File: src/design/conv_ctrl_pkg.sv
// shared constants for the six-channel conversion control link
package conv_ctrl_pkg;

  // -------------------------------------------------------------------
  // geometry
  // -------------------------------------------------------------------
  localparam int unsigned PAIRS      = 3;
  localparam int unsigned CW_W       = 32;
  localparam int unsigned DAC_W      = 10;

  // -------------------------------------------------------------------
  // control word layout and reset value
  // -------------------------------------------------------------------
  localparam logic [31:0] CW_RESET   = 32'h0000_03FF;
  localparam int unsigned DAC_LSB    = 0;
  localparam int unsigned CLK_SRC_B  = 11;
  localparam int unsigned REF_FS_B   = 18;
  localparam int unsigned BUSY_POL_B = 20;
  localparam int unsigned SEQ_B      = 21;
  localparam int unsigned REF_EN_B   = 22;
  localparam int unsigned RANGE_LSB  = 23;
  // lowest safe dac code at the 2.5 V full scale
  localparam logic [9:0]  DAC_MIN    = 10'h0CC;

  // -------------------------------------------------------------------
  // timing: 18.5 conversion clock cycles, counted in half cycles
  // -------------------------------------------------------------------
  localparam int unsigned CONV_HALF  = 37;
  localparam logic [5:0]  CONV_HALF_W = 6'(CONV_HALF);
  localparam real         CLK_MHZ    = 250.0;
  localparam real         INT_CONV_MHZ = 20.0;
  // internal conversion clock half period in system cycles (rounded down)
  localparam int unsigned INT_HALF_CYC =
    (CLK_MHZ / INT_CONV_MHZ / 2.0 < 1.0) ? 1 :
    int'($floor(CLK_MHZ / INT_CONV_MHZ / 2.0));
  localparam logic [3:0]  INT_HALF_W = 4'(INT_HALF_CYC);

  typedef enum logic [1:0] {
    PAIR_IDLE = 2'b00,
    PAIR_WAIT = 2'b01,
    PAIR_CONV = 2'b10,
    PAIR_DOWN = 2'b11
  } pair_state_e;

endpackage

File: src/design/conv_link_if.sv
// pin-level link between the converter control and its host
`timescale 1ns/1ps
interface conv_link_if;
  logic [2:0]  pair_sample_trigger;
  logic        external_conversion_clock;
  logic        config_source_pin;
  logic        range_pin;
  logic        cw_load;
  logic [31:0] cw_data;
  logic        busy_int;

  modport device (
    input  pair_sample_trigger,
    input  external_conversion_clock,
    input  config_source_pin,
    input  range_pin,
    input  cw_load,
    input  cw_data,
    output busy_int
  );

  modport host (
    output pair_sample_trigger,
    output external_conversion_clock,
    output config_source_pin,
    output range_pin,
    output cw_load,
    output cw_data,
    input  busy_int
  );
endinterface

File: src/design/conv_device.sv
// device end: control word, trigger routing, clocks, busy and range
`timescale 1ns/1ps
// Operation
// - range is four or two times reference
// - range pin latched on busy falling edge; the code latches it only while the busy polarity bit is clear
// - reference select picks 2.5 V or 3 V
// - internal clock default, external in software mode
// - conversion lasts 18.5 conversion clock cycles
// - external clock may stop between conversions
// - trigger rising edge holds pair inputs
// - software mode: first trigger starts all pairs; the code fans it out only while the sequential bit is clear
// - conversion begins on next conversion clock edge
// - host keeps trigger high while busy
// - early trigger fall powers pair down
// - no retrigger of a converting pair
// - busy rises on trigger, falls when loaded
// - host may read right after busy falls
// - sequential mode: busy inactive one cycle
// - control word bit sets busy polarity
// - ten bit dac code sets reference level
// - software keeps dac code above 0.5 V
// - internal reference powered down by default
// - config pin selects hardware or software mode
// - control word resets to 0x000003FF
module conv_device
  import conv_ctrl_pkg::*;
(
  input  wire logic  clk,
  input  wire logic  reset,
  conv_link_if.device link,
  output logic [2:0] pair_hold,
  output logic [2:0] pair_power_down,
  output logic [2:0] pair_result_load,
  output logic [2:0] pair_range_x4,
  output logic       ref_is_3v,
  output logic       ref_enable,
  output logic [9:0] ref_dac_code,
  output logic       dac_code_low,
  output logic       ext_clock_in_use
);

  logic [31:0] cw_reg, cw_next;
  logic [2:0]  trig_prev_reg;
  logic        external_conversion_clock_prev_reg;
  logic [3:0]  div_reg, div_next;
  logic        busy_reg, busy_next;
  logic        gap_reg, gap_next;
  logic        range_latch_reg, range_latch_next;
  logic [2:0]  range_x4_reg, range_x4_next;
  logic        dac_low_reg, dac_low_next;
  logic        ext_use_reg, ext_use_next;
  logic [2:0]  trig_eff;
  logic [2:0]  trig_rise;
  logic [2:0]  pair_busy;
  logic [2:0]  pair_done;
  logic        sw_mode;
  logic        seq_mode;
  logic        use_ext;
  logic        int_edge;
  logic        conv_edge;
  logic        busy_fall;

  // -------------------------------------------------------------------
  // mode and trigger routing
  // -------------------------------------------------------------------
  assign sw_mode  = link.config_source_pin;
  assign seq_mode = cw_reg[SEQ_B];
  assign use_ext  = sw_mode && cw_reg[CLK_SRC_B];

  // in software mode the first trigger drives every pair unless sequential sampling
  always_comb begin
    if (sw_mode && !seq_mode) begin
      trig_eff = {3{link.pair_sample_trigger[0]}};
    end else begin
      trig_eff = link.pair_sample_trigger;
    end
  end
  assign trig_rise = trig_eff & ~trig_prev_reg;

  // -------------------------------------------------------------------
  // control word, only writable in software mode
  // -------------------------------------------------------------------
  // hardware-mode loads are dropped, so a mode switch keeps settings
  always_comb begin
    cw_next = cw_reg;
    if (sw_mode && link.cw_load) begin
      cw_next = link.cw_data;
    end
  end

  // -------------------------------------------------------------------
  // conversion clock: internal divider or sampled external edges
  // -------------------------------------------------------------------
  // both edges of either clock count, giving half-cycle resolution
  always_comb begin
    div_next = div_reg;
    int_edge = 1'b0;
    if (div_reg == INT_HALF_W - 4'd1) begin
      div_next = 4'd0;
      int_edge = 1'b1;
    end else begin
      div_next = div_reg + 4'd1;
    end
  end
  // the external clock is sampled by clk: each level must last at least
  // one system cycle, which 20 MHz leaves with room to spare
  assign conv_edge = use_ext ?
    (link.external_conversion_clock != external_conversion_clock_prev_reg) : int_edge;

  // -------------------------------------------------------------------
  // pairs
  // -------------------------------------------------------------------
  // pairs share one conversion edge, so pairs started together end together
  for (genvar p = 0; p < PAIRS; p++) begin : g_pair
    pair_converter u_pair (
      .clk        (clk),
      .reset      (reset),
      .trig_rise  (trig_rise[p]),
      .trig_level (trig_eff[p]),
      .conv_edge  (conv_edge),
      .hold       (pair_hold[p]),
      .busy       (pair_busy[p]),
      .done       (pair_done[p]),
      .power_down (pair_power_down[p])
    );
  end
  assign pair_result_load = pair_done;

  // -------------------------------------------------------------------
  // busy, sequential gap and range latch
  // -------------------------------------------------------------------
  // busy follows any pair still converting; a new start in the same
  // cycle as the last load keeps it high
  always_comb begin
    busy_next = (|pair_busy) || (|trig_rise);
    gap_next  = 1'b0;
    if (seq_mode && busy_reg && !(|pair_busy) && (|trig_rise)) begin
      gap_next = 1'b1;
    end
    busy_fall = busy_reg && !busy_next;
    range_latch_next = range_latch_reg;
    if (busy_fall && !cw_reg[BUSY_POL_B]) begin
      range_latch_next = link.range_pin;
    end
  end

  always_ff @(posedge clk) begin
    if (reset) begin
      cw_reg          <= CW_RESET;
      trig_prev_reg   <= 3'b000;
      external_conversion_clock_prev_reg   <= 1'b0;
      div_reg         <= 4'd0;
      busy_reg        <= 1'b0;
      gap_reg         <= 1'b0;
      range_latch_reg <= 1'b0;
    end else begin
      cw_reg          <= cw_next;
      trig_prev_reg   <= trig_eff;
      external_conversion_clock_prev_reg   <= link.external_conversion_clock;
      div_reg         <= div_next;
      busy_reg        <= busy_next;
      gap_reg         <= gap_next;
      range_latch_reg <= range_latch_next;
    end
  end

  // sequential mode shows one inactive cycle when pairs chain; the gap
  // is only seen when a new start meets the last load exactly
  assign link.busy_int =
    (busy_reg && !gap_reg) ^ cw_reg[BUSY_POL_B];

  // -------------------------------------------------------------------
  // range and reference settings
  // -------------------------------------------------------------------
  // the range follows the word in software mode and the latched pin
  // otherwise; flags are registered so the pins never glitch while
  // the mode pin and the word change in the same cycle
  always_comb begin
    if (sw_mode) begin
      range_x4_next = cw_reg[RANGE_LSB +: 3];
    end else begin
      range_x4_next = {3{range_latch_reg}};
    end
    dac_low_next = cw_reg[DAC_LSB +: DAC_W] < DAC_MIN;
    ext_use_next = use_ext;
  end

  always_ff @(posedge clk) begin
    if (reset) begin
      range_x4_reg <= 3'b000;
      dac_low_reg  <= 1'b0;
      ext_use_reg  <= 1'b0;
    end else begin
      range_x4_reg <= range_x4_next;
      dac_low_reg  <= dac_low_next;
      ext_use_reg  <= ext_use_next;
    end
  end

  assign pair_range_x4    = range_x4_reg;
  assign dac_code_low     = dac_low_reg;
  assign ext_clock_in_use = ext_use_reg;
  assign ref_is_3v        = cw_reg[REF_FS_B];
  assign ref_enable       = cw_reg[REF_EN_B];
  assign ref_dac_code     = cw_reg[DAC_LSB +: DAC_W];

endmodule

File: src/design/pair_converter.sv
// one converter pair: hold, wait for clock edge, count 18.5 cycles
`timescale 1ns/1ps
module pair_converter
  import conv_ctrl_pkg::*;
(
  input  wire logic clk,
  input  wire logic reset,
  input  wire logic trig_rise,
  input  wire logic trig_level,
  input  wire logic conv_edge,
  output logic      hold,
  output logic      busy,
  output logic      done,
  output logic      power_down
);

  pair_state_e state_reg, state_next;
  logic [5:0]  cnt_reg, cnt_next;
  logic        done_reg, done_next;

  // -------------------------------------------------------------------
  // pair sequencing
  // -------------------------------------------------------------------
  // counts conversion clock edges, so a stopped external clock just
  // stalls the pair rather than breaking it
  always_comb begin
    state_next = state_reg;
    cnt_next   = cnt_reg;
    done_next  = 1'b0;
    case (state_reg)
      PAIR_IDLE, PAIR_DOWN: begin
        if (trig_rise) begin
          state_next = PAIR_WAIT;
        end
      end
      PAIR_WAIT: begin
        if (!trig_level) begin
          state_next = PAIR_DOWN;
        end else if (conv_edge) begin
          state_next = PAIR_CONV;
          cnt_next   = 6'd1;
        end
      end
      PAIR_CONV: begin
        if (!trig_level) begin
          state_next = PAIR_DOWN;
        end else if (conv_edge) begin
          if (cnt_reg == CONV_HALF_W) begin
            state_next = PAIR_IDLE;
            done_next  = 1'b1;
          end else begin
            cnt_next = cnt_reg + 6'd1;
          end
        end
      end
      default: state_next = PAIR_IDLE;
    endcase
  end

  always_ff @(posedge clk) begin
    if (reset) begin
      state_reg <= PAIR_IDLE;
      cnt_reg   <= 6'd0;
      done_reg  <= 1'b0;
    end else begin
      state_reg <= state_next;
      cnt_reg   <= cnt_next;
      done_reg  <= done_next;
    end
  end

  assign hold       = (state_reg == PAIR_WAIT) || (state_reg == PAIR_CONV);
  assign busy       = hold;
  assign done       = done_reg;
  assign power_down = (state_reg == PAIR_DOWN);

endmodule

File: src/flat_wrapper.sv
// flat-port wrapper written by rule: the top's interface ports become plain ports
module conv_device_flat import conv_ctrl_pkg::*;
  (clk, reset, pair_hold, pair_power_down, pair_result_load, pair_range_x4, ref_is_3v, ref_enable, ref_dac_code, dac_code_low, ext_clock_in_use, link_pair_sample_trigger, link_external_conversion_clock, link_config_source_pin, link_range_pin, link_cw_load, link_cw_data, link_busy_int);
  conv_link_if link_i ();
  input  wire logic clk;
  input  wire logic reset;
  output logic [2:0] pair_hold;
  output logic [2:0] pair_power_down;
  output logic [2:0] pair_result_load;
  output logic [2:0] pair_range_x4;
  output logic ref_is_3v;
  output logic ref_enable;
  output logic [9:0] ref_dac_code;
  output logic dac_code_low;
  output logic ext_clock_in_use;
  input wire logic [$bits(link_i.pair_sample_trigger)-1:0] link_pair_sample_trigger;
  input wire logic [$bits(link_i.external_conversion_clock)-1:0] link_external_conversion_clock;
  input wire logic [$bits(link_i.config_source_pin)-1:0] link_config_source_pin;
  input wire logic [$bits(link_i.range_pin)-1:0] link_range_pin;
  input wire logic [$bits(link_i.cw_load)-1:0] link_cw_load;
  input wire logic [$bits(link_i.cw_data)-1:0] link_cw_data;
  output wire logic [$bits(link_i.busy_int)-1:0] link_busy_int;
  assign link_i.pair_sample_trigger = link_pair_sample_trigger;
  assign link_i.external_conversion_clock = link_external_conversion_clock;
  assign link_i.config_source_pin = link_config_source_pin;
  assign link_i.range_pin = link_range_pin;
  assign link_i.cw_load = link_cw_load;
  assign link_i.cw_data = link_cw_data;
  assign link_busy_int = link_i.busy_int;
  conv_device u_core (.clk(clk), .reset(reset), .link(link_i), .pair_hold(pair_hold), .pair_power_down(pair_power_down), .pair_result_load(pair_result_load), .pair_range_x4(pair_range_x4), .ref_is_3v(ref_is_3v), .ref_enable(ref_enable), .ref_dac_code(ref_dac_code), .dac_code_low(dac_code_low), .ext_clock_in_use(ext_clock_in_use));
endmodule
File: config.mk
export PLATFORM = sky130hd
export DESIGN_NAME = conv_device_flat
export DESIGN_NICKNAME = d
export VERILOG_FILES = /design/src/design/conv_ctrl_pkg.sv /design/src/design/conv_link_if.sv /design/src/design/conv_device.sv /design/src/design/pair_converter.sv /design/src/flat_wrapper.sv
export SDC_FILE = /design/constraint.sdc
export NUM_CORES = 1
export LEC_CHECK = 0
export BUFFER_PORTS_ARGS = -buffer_cell sky130_fd_sc_hd__buf_2
export CAP_MARGIN = 20
export CELL_PAD_IN_SITES_DETAIL_PLACEMENT = 0
export CELL_PAD_IN_SITES_GLOBAL_PLACEMENT = 2
export CORE_AREA = 2 2 108 110
export DETAILED_ROUTE_END_ITERATION = 10
export DIE_AREA = 0 0 110 112
export PLACE_DENSITY = 0.74
export SYNTH_ARGS = -nofsm -noshare
export SYNTH_HDL_FRONTEND = slang
export SYNTH_HIERARCHICAL = 1
export SYNTH_SLANG_ARGS = --single-unit
File: constraint.sdc
create_clock -name clk -period 2.15 [get_ports clk]
set_input_delay 0.1075 -clock clk [delete_from_list [all_inputs] [get_ports clk]]
set_output_delay 0.1075 -clock clk [all_outputs]
set_load 0.05 [all_outputs]
# == Yosys cells after proc, flatten, opt, wreduce, memory -nomap -nowiden ==
# Cells that the tools add are included.
# Widths: inputs -> output; s select.
# word_totals
regBits,69
inputBits,41
out_inout_bits,27
wordCells,157
# classes
n_addsub,4
magnitude_cmp,1
eq_ne,41
n_mux,43
bitwise,10
reduce_logical,39
# ops
operator,n
$mux 6,13
$pmux 6 s2,3
$mux 2,16
$ne 2x1->1 const B,15
$ne 3x3->1 const B,9
$add 6x1->6 const B,3
$eq 6x6->1 const B,3
$pmux 2 s3,3
$reduce_and 6->1,3
$eq 2x2->1 const B,6
$reduce_and 4->1,3
$reduce_or 4->1,3
$lt 10x8->1 const B,1
$logic_and 1x1->1,9
$reduce_or 2->1,4
$not 1->1,7
$eq 2x1->1 const B,3
$logic_not 2->1,3
$mux 1,6
$mux 3,2
$ne 2x2->1 const B,3
$reduce_bool 2->1,3
$reduce_or 3->1,2
$logic_not 1->1,5
other kinds (7),10

# == Logic depth before layout (Yosys ltp) ==
# Gate-level depths: netlist of run 1.
# depth
depth_word,9
mapped_depth,9
depth_no_buf,8

# == Cells and area by module ==
# Netlist of run 1, hierarchy kept.
# by_module_without_submodules
module,instances,cells_per_inst,area_per_inst_um2,seq_area_each_um2
conv_device,1,166,1397.6,680.7
pair_converter at u_core.g_pair[1].u_pair ...,2,71,613.1,180.2
pair_converter at u_core.g_pair[0].u_pair,1,70,573.0,180.2

# == Worst setup path before layout of run 1 ==
# OpenSTA, ideal clock, no wires.
# synth_timing
path_kind,register -> register
from,register u_core.div_reg[0]
to,register u_core.g_pair[1].u_pair.cnt_reg[0]
setup_ns,0.117
arrival_ns,2.124
t_required_ns,2.033
path_slack_ns,-0.091
path_stages_with_launch,8
n_path_buf,0
period_less_slack_ns,2.241
cell_sequence,dfxtp_1 -> ha_1 -> nand3b_1 -> a21oi_1 -> o211ai_1 -> a41o_2 -> mux2i_1 -> nor2_1
# synth_via
elab_chain_cells,5
elab_cells_between_ends,6
classes_between,eq/ne (3); mux (2); reduce/logical (1)
# synth_rtl
item,line,rtl
start: declaration,conv_device.sv:45,"logic [3:0] div_reg, div_next;"
start signal: assignment,conv_device.sv:160,div_reg <= div_next;
$eq 4x3->1 (*),conv_device.sv:98,if (div_reg == INT_HALF_W - 4'd1) begin
$mux 1 (*),conv_device.sv:98,
$mux 1 (*),conv_device.sv:107,assign conv_edge = use_ext ?
net u_core.conv_edge,conv_device.sv:60,logic conv_edge;
$ne 2x1->1 (no line),-,
$reduce_and 6->1 (no line) (*),-,
end signal: assignment,pair_converter.sv:67,cnt_reg <= cnt_next;
end: declaration,pair_converter.sv:18,"logic [5:0] cnt_reg, cnt_next;"
# The timed path passes the listed nets; every way through them passes the cells marked *.
# A chain may end at the register's enable or synchronous reset.

# == Worst setup path after layout of run 1 ==
# layout_timing
from,register u_core.div_reg[0]
to,register u_core.g_pair[0].u_pair.cnt_reg[0]
# layout_via
elab_chain_cells,5
elab_cells_between_ends,6
classes_between,eq/ne (3); mux (2); reduce/logical (1)
# layout_rtl
item,line
$eq 4x3->1 (*),conv_device.sv:98
$mux 1 (*),conv_device.sv:98
$mux 1 (*),conv_device.sv:107
net u_core.conv_edge,conv_device.sv:60
$ne 2x1->1 (no line),-
$reduce_and 6->1 (no line) (*),-
end signal: assignment,pair_converter.sv:67
end: declaration,pair_converter.sv:18
# Marked as above.

==> flow_metrics.tcl, run 1 <==
set metrics [dict create \
    run_status "completed" \
    numClockSinks 61 \
    hold_end "u_core/cw_reg[2]" \
    worstPathMaxFanout 16 \
    slew_headroom 0.554 \
    cts_tree "yes" \
    netlist_top_cells_area "sky130_fd_sc_hd__dfxtp_1 (38%), sky130_fd_sc_hd__nand2_1 (7.9%), sky130_fd_sc_hd__ha_1 (6.7%)" \
    required_ps 2340 \
    netlist.area_leader.share 0.382 \
    timing.hold.worst.start "link_cw_data[2]" \
    grt_use_total 0.125 \
    residual_drc 0 \
    clock-skew-final_ps 4.64 \
    synthCells 378 \
    ant_nets 0 \
    port_buffers 53 \
    post_synth_and_or_nand_nor_area_fraction 0.278 \
    initial_utilization 0.286 \
    number_of_nets_in_the_synthesized_netlist 436 \
    place_hpwl_um 5100 \
    cell_depth_of_the_worst_flop_to_flop_path 8 \
    critical_path.n_buffers_inverters 1 \
    cts_setup_buffers 0 \
    final_cells 578 \
    async_flop_share 0 \
    pin_count 68 \
    synth_seq_cells 61 \
    cts_root_cell "sky130_fd_sc_hd__clkbuf_16" \
    route.final.wire_length_um 7240 \
    synth.yosys.seq_area_share 0.382 \
    p_per_area_nw_per_um2 890 \
    min-delay-path-class "in -> reg" \
    antenna_found_initial 0 \
    regToRegStartpoint "u_core/div_reg[0]" \
    clk_path_buf_depth 2 \
    synth.distinct_cells 52 \
    synth-main-ff-cell "sky130_fd_sc_hd__dfxtp_1" \
    clock.fmax_ghz 0.528 \
    synth_top_family_by_area "simple AND/OR/NAND/NOR gates" \
    detail_route.vias_per_cell 4.68 \
    worstSetupEndpointType "flop" \
    dpl.cell_count 554 \
    cts_clk_pin_slew_worst_paths_ps 60 \
    synth_enable_flop_cells 0 \
    yosys_warns 6 \
    final-setup-viol-count 0 \
    route.vias.total 2704 \
    drt-pass1-iter-count 4 \
    max_cap_violations 0 \
    first_global_vias 2543 \
    finalHoldViolCount 0 \
    height_of_the_die_um 112 \
    start_kind "flop" \
    worst_path_dominant_cell_family "compound AO/OA/AOI/OAI gates" \
    synth_area_in_compound_gates 0.139 \
    area_growth_pct 22.3 \
    synth_top_area_cell "sky130_fd_sc_hd__dfxtp_1" \
    synth_xor_xnor_area_share 0.00822 \
    rsz0062_at_grt "no" \
    critical_path_cell_sequence "ha_1, nand3b_1, a21oi_2, buf_12, o211ai_2, a41oi_2, mux2i_1, nor2_1" \
    largest_net_degree_at_the_start_of_global_routing 25 \
    drv_slew 0 \
    timing.setup.tns_ps 0 \
    reg2reg_slack_ps 260 \
    post-route-period-util 0.881 \
    place.gp.congestion 0.734 \
    clock_insertion_delay_at_the_later_pin_of_the_skew_report_ps 320 \
    synth.area.mux_share 0.0411 \
    r2r_end "u_core/g_pair[0].u_pair/cnt_reg[0]" \
    numCtsBuffers 9 \
    total_leakage_power_nw 1.61 \
    min_path_cells 3 \
    gr-total-overflow 0 \
    core.rowCount 39 \
    drt_iter0_markers 111 \
    fp.dieArea_um2 12300 \
    mappedNetlistArea_um2 3200 \
    drt-wirelength-per-cell_um 12.5 \
    cp.depth 8 \
    count_of_inserted_antenna_diode_cells 0 \
    wire_length_of_the_first_global_routing_pass_um 12200 \
    die_width_um 110 \
    irDropWorstVdd_uv 383 \
    syn_avg_cell_area_um2 8.46 \
    core-area_um2 11200 \
    post_synth_fa_ha_maj_area_fraction 0.0665 \
    tightest_slew_ps 668 \
    arrival_ps 2090 \
    cp_slowest_cell "sky130_fd_sc_hd__dfxtp_1" \
    net_count_reported_at_finish 488 \
    post_route_cells_drive_above_1_share 0.221 \
    worst-setup-path-type "reg -> reg" \
    critical_path.max_stage_delay_ps 380 \
    period_needed_ps 1890 \
    clock_tree.htree_level_count 3 \
    ctsResizeCount 0 \
]
timing repair:
action / in CTS / in global routing
setup endpoints to repair: 0 / 0
hold endpoints to repair: 8 / 0
hold buffers: 8 / 0
report_power, final:
part	total (W)	leakage, nW	switching, W	internal [W]
registers	0.00125	0.498	0.0000551	0.00120
clock network	0.00144	0.138	0.000542	0.000900
logic	0.000783	0.977	0.000510	0.000273
synth_stat cells (6+ instances only):
master	instances
sky130_fd_sc_hd__nor2_1	26
sky130_fd_sc_hd__nor3_1	11
sky130_fd_sc_hd__inv_1	23
sky130_fd_sc_hd__dfxtp_1	61
sky130_fd_sc_hd__mux2i_1	9
sky130_fd_sc_hd__nor2b_1	6
sky130_fd_sc_hd__clkbuf_1	7
sky130_fd_sc_hd__buf_4	15
sky130_fd_sc_hd__a31oi_1	6
sky130_fd_sc_hd__ha_1	17
sky130_fd_sc_hd__nand3b_1	13
sky130_fd_sc_hd__nand2b_1	9
sky130_fd_sc_hd__a21oi_1	28
sky130_fd_sc_hd__nand2_1	67
sky130_fd_sc_hd__nand3_1	8
worst min-delay path, stage by stage:
cell                       delay, ps
sky130_fd_sc_hd__buf_2            80
sky130_fd_sc_hd__nand2_1          40
sky130_fd_sc_hd__nand3b_1         70
per-stage QoR:
| stage | power, W | worst slack [ps] | hold slack (ps) | utilization | instance area (um2) |
|---|---|---|---|---|---|
| floorplan | 0.00192 | 195 | 232 | - | 3200 |
| global placement | 0.00205 | 260 | 320 | 0.316 | 3530 |
| detailed placement | 0.00206 | 257 | 321 | 0.316 | 3530 |
| CTS | 0.00354 | 244 | 0.106 | 0.350 | 3910 |
| global route | 0.00367 | 72.3 | 9.63 | 0.350 | 3910 |
| finish | 0.00348 | 256 | 5.95 | 0.350 | 3910 |
final cells by class:
type	count	area, um2
Inverter	23	86.3
Timing Repair Buffer	69	418
Clock inverter	7	75.1
Sequential cell	61	1220
Clock buffer	9	225
Multi-Input combinational cell	266	1710
Tap cell	143	179
Fill cell	1181	7260
kinds of logic (layout without fill, tap and decap cells):
group	count (synthesis)	in the layout
AO/OA/AOI/OAI	65	65
XOR/XNOR	3	3
multiplexers	12	12
AND/OR/NAND/NOR	169	169
buffers and inverters	51	108
flip-flops	61	61
adder cells (fa/ha/maj)	17	17
layout by cell type, fill, tap and decap left out, types with 7 or more instances in the layout:
| cell | netlist | routed |
|---|---|---|
| sky130_fd_sc_hd__nand3_1 | 8 | 8 |
| sky130_fd_sc_hd__a21oi_1 | 28 | 27 |
| sky130_fd_sc_hd__nor3_1 | 11 | 11 |
| sky130_fd_sc_hd__dlygate4sd3_1 | 0 | 8 |
| sky130_fd_sc_hd__ha_1 | 17 | 17 |
| sky130_fd_sc_hd__dfxtp_1 | 61 | 61 |
| sky130_fd_sc_hd__buf_4 | 15 | 7 |
| sky130_fd_sc_hd__nand3b_1 | 13 | 13 |
| sky130_fd_sc_hd__inv_1 | 23 | 23 |
| sky130_fd_sc_hd__nand2_1 | 67 | 67 |
| sky130_fd_sc_hd__clkbuf_16 | 0 | 9 |
| sky130_fd_sc_hd__nor2_1 | 26 | 26 |
| sky130_fd_sc_hd__mux2i_1 | 9 | 9 |
| sky130_fd_sc_hd__buf_2 | 3 | 53 |
| sky130_fd_sc_hd__nand2b_1 | 9 | 9 |
worst max-delay path by stage:
stage	slack (ps)	from	to
after floorplan	200	u_core/div_reg[0]	u_core/g_pair[0].u_pair/state_reg[1]
after global placement	260	u_core/div_reg[0]	u_core/g_pair[1].u_pair/cnt_reg[0]
after detailed placement	260	u_core/div_reg[0]	u_core/g_pair[0].u_pair/cnt_reg[0]
after CTS	240	u_core/div_reg[0]	u_core/g_pair[0].u_pair/cnt_reg[0]
after global routing	70	u_core/div_reg[0]	u_core/g_pair[0].u_pair/cnt_reg[0]
final	260	u_core/div_reg[0]	u_core/g_pair[0].u_pair/cnt_reg[0]
layer usage:
metal	up-vias	wire length (um)	global-route usage
li1	1397	-	-
met2	38	3380	0.195
met4	0	101	0.0481
met1	1260	3550	0.168
met3	9	213	0.0234
met5	-	0	0
Power figures use the tool's default switching activity.
==> run 2, diff against run 1 <==
REMOVE_ABC_BUFFERS = 1   (was not set)
==> flow_metrics.tcl, run 2 (synthesis gave the netlist of run 1 again) <==
set metrics [dict create \
    residual_drc 0 \
    layout.filler_cells 1130 \
    run_status "completed" \
    cts_hold_repair.buffers 10 \
    tightest_slew_ps 696 \
    numCtsBuffers 9 \
    sum_of_met2_wire_segment_lengths_after_detailed_routing_um 3220 \
    numClockSinks 61 \
    critical_path.max_stage_delay_ps 370 \
    initial_utilization 0.286 \
    critical_path_cell_sequence "ha_1, nand3b_1, a21oi_1, buf_4, nand3b_1, o21ai_0, a31oi_1, mux2_1" \
    ctsResizeCount 0 \
    rsz0062_at_grt "no" \
    max_cap_violations 0 \
    worst-setup-path-type "reg -> reg" \
    ant_nets 0 \
    met1_length_um 3510 \
    final-setup-viol-count 0 \
    pin_count 68 \
    final_cells 584 \
    detail_route.vias_per_cell 4.64 \
    cts_tree "yes" \
    timing.setup.tns_ps 0 \
    total_power_w 0.00363 \
    gr-total-overflow 0 \
    required_ps 2350 \
    drt-wirelength-per-cell_um 12.1 \
    layout.cell_area.non_filler_um2 3990 \
    worstPathMaxFanout 16 \
    post_route_cells_drive_above_1_share 0.224 \
    total_leakage_power_nw 1.66 \
    post_place_instance_area_um2 3560 \
    place_hpwl_um 5070 \
    period_needed_ps 1930 \
    slew_headroom 0.536 \
    area_growth_pct 24.9 \
    p_per_area_nw_per_um2 909 \
    cp_slowest_cell "sky130_fd_sc_hd__dfxtp_1" \
    route.final.wire_length_um 7070 \
    path_common_cell "sky130_fd_sc_hd__nand3b_1" \
    dpl.cell_count 558 \
    first_global_vias 2589 \
    drv_slew 0 \
    post-route-period-util 0.899 \
    drt-pass1-iter-count 4 \
    met3_wirelength_um 278 \
    height_of_the_die_um 112 \
    count_of_inserted_antenna_diode_cells 0 \
    antenna_found_initial 0 \
    clock.fmax_ghz 0.517 \
    grt_use_total 0.125 \
    cts_setup_buffers 0 \
    multi_input_comb_area_um2 1700 \
    seqCellArea_um2 1220 \
    layout.cells.most_common "sky130_fd_sc_hd__nand2_1" \
    finalHoldViolCount 0 \
    arrival_ps 2140 \
    drt_iter0_markers 92 \
    finish.utilization 0.357 \
    core.rowCount 39 \
    net_count_reported_at_finish 494 \
    worstSetupEndpointType "flop" \
    highest_layer "met4" \
    irDropWorstVdd_uv 401 \
    port_buffers 53 \
    clk_path_buf_depth 2 \
    wire_length_of_the_first_global_routing_pass_um 12200 \
    clock_tree.htree_level_count 3 \
    fp.dieArea_um2 12300 \
    cts_root_cell "sky130_fd_sc_hd__clkbuf_16" \
    mostFrequentLayoutCells "sky130_fd_sc_hd__nand2_1 (67), sky130_fd_sc_hd__dfxtp_1 (61), sky130_fd_sc_hd__buf_2 (53)" \
    min-delay-path-class "in -> reg" \
    start_kind "flop" \
    clock_insertion_delay_at_the_later_pin_of_the_skew_report_ps 320 \
    clock-skew-final_ps 6.35 \
    core-area_um2 11200 \
    place.gp.congestion 0.739 \
    route.vias.total 2712 \
    cts_clk_pin_slew_worst_paths_ps 50 \
    largest_net_degree_at_the_start_of_global_routing 30 \
    die_width_um 110 \
]
-- run 2: cell type report --
type | instances | share of cell area
inverters | 23 | 0.0216
repair buffers | 75 | 0.117
flip-flops and latches | 61 | 0.306
multi-input cells | 266 | 0.426
clock inverters | 5 | 0.0207
well taps | 143 | 0.0448
clock buffers | 11 | 0.0633
-- run 2: per-stage QoR --
stage / hold slack (ps) / setup WS (ps)
floorplan: 174 / -88.7
global placement: 317 / 239
detailed placement: 324 / 202
CTS: 5.04 / 187
global route: 7.62 / 32.5
finish: 25.4 / 216
-- run 2: path summary, 6_finish.rpt --
check | from | endpoint | slack (ps) | cells past startpoint
max reg2reg | u_core/div_reg[0] | u_core/g_pair[0].u_pair/state_reg[1] | 220 | 8
max | u_core/div_reg[0] | u_core/g_pair[0].u_pair/state_reg[1] | 220 | 8
min | link_cw_data[22] | u_core/cw_reg[22] | 30 | 3
min reg2reg | u_core/cw_reg[9] | u_core/dac_code_low | 450 | 1
-- run 2: worst max-delay path: cells and delay by family, from the launching register on --
| kind | cells | cell delay, ps |
|---|---|---|
| AOI/OAI and AO/OA | 3 | 460 |
| DFF | 1 | 370 |
| muxes | 1 | 340 |
| buffers and inverters | 1 | 240 |
| and+or+nand+nor | 2 | 230 |
| adders and majority gates | 1 | 180 |
-- run 2: per-layer routing --
layer,global-route usage,vias up
met5,0,-
met4,0.0363,0
met3,0.0398,6
met2,0.189,40
met1,0.169,1256
li1,-,1410
-- run 2: power by group --
group	switching, W	leakage, nW	total, W	internal [W]
Combinational	0.000510	1.01	0.000788	0.000278
Sequential	0.0000558	0.498	0.00126	0.00120
Clock	0.000508	0.154	0.00159	0.00108
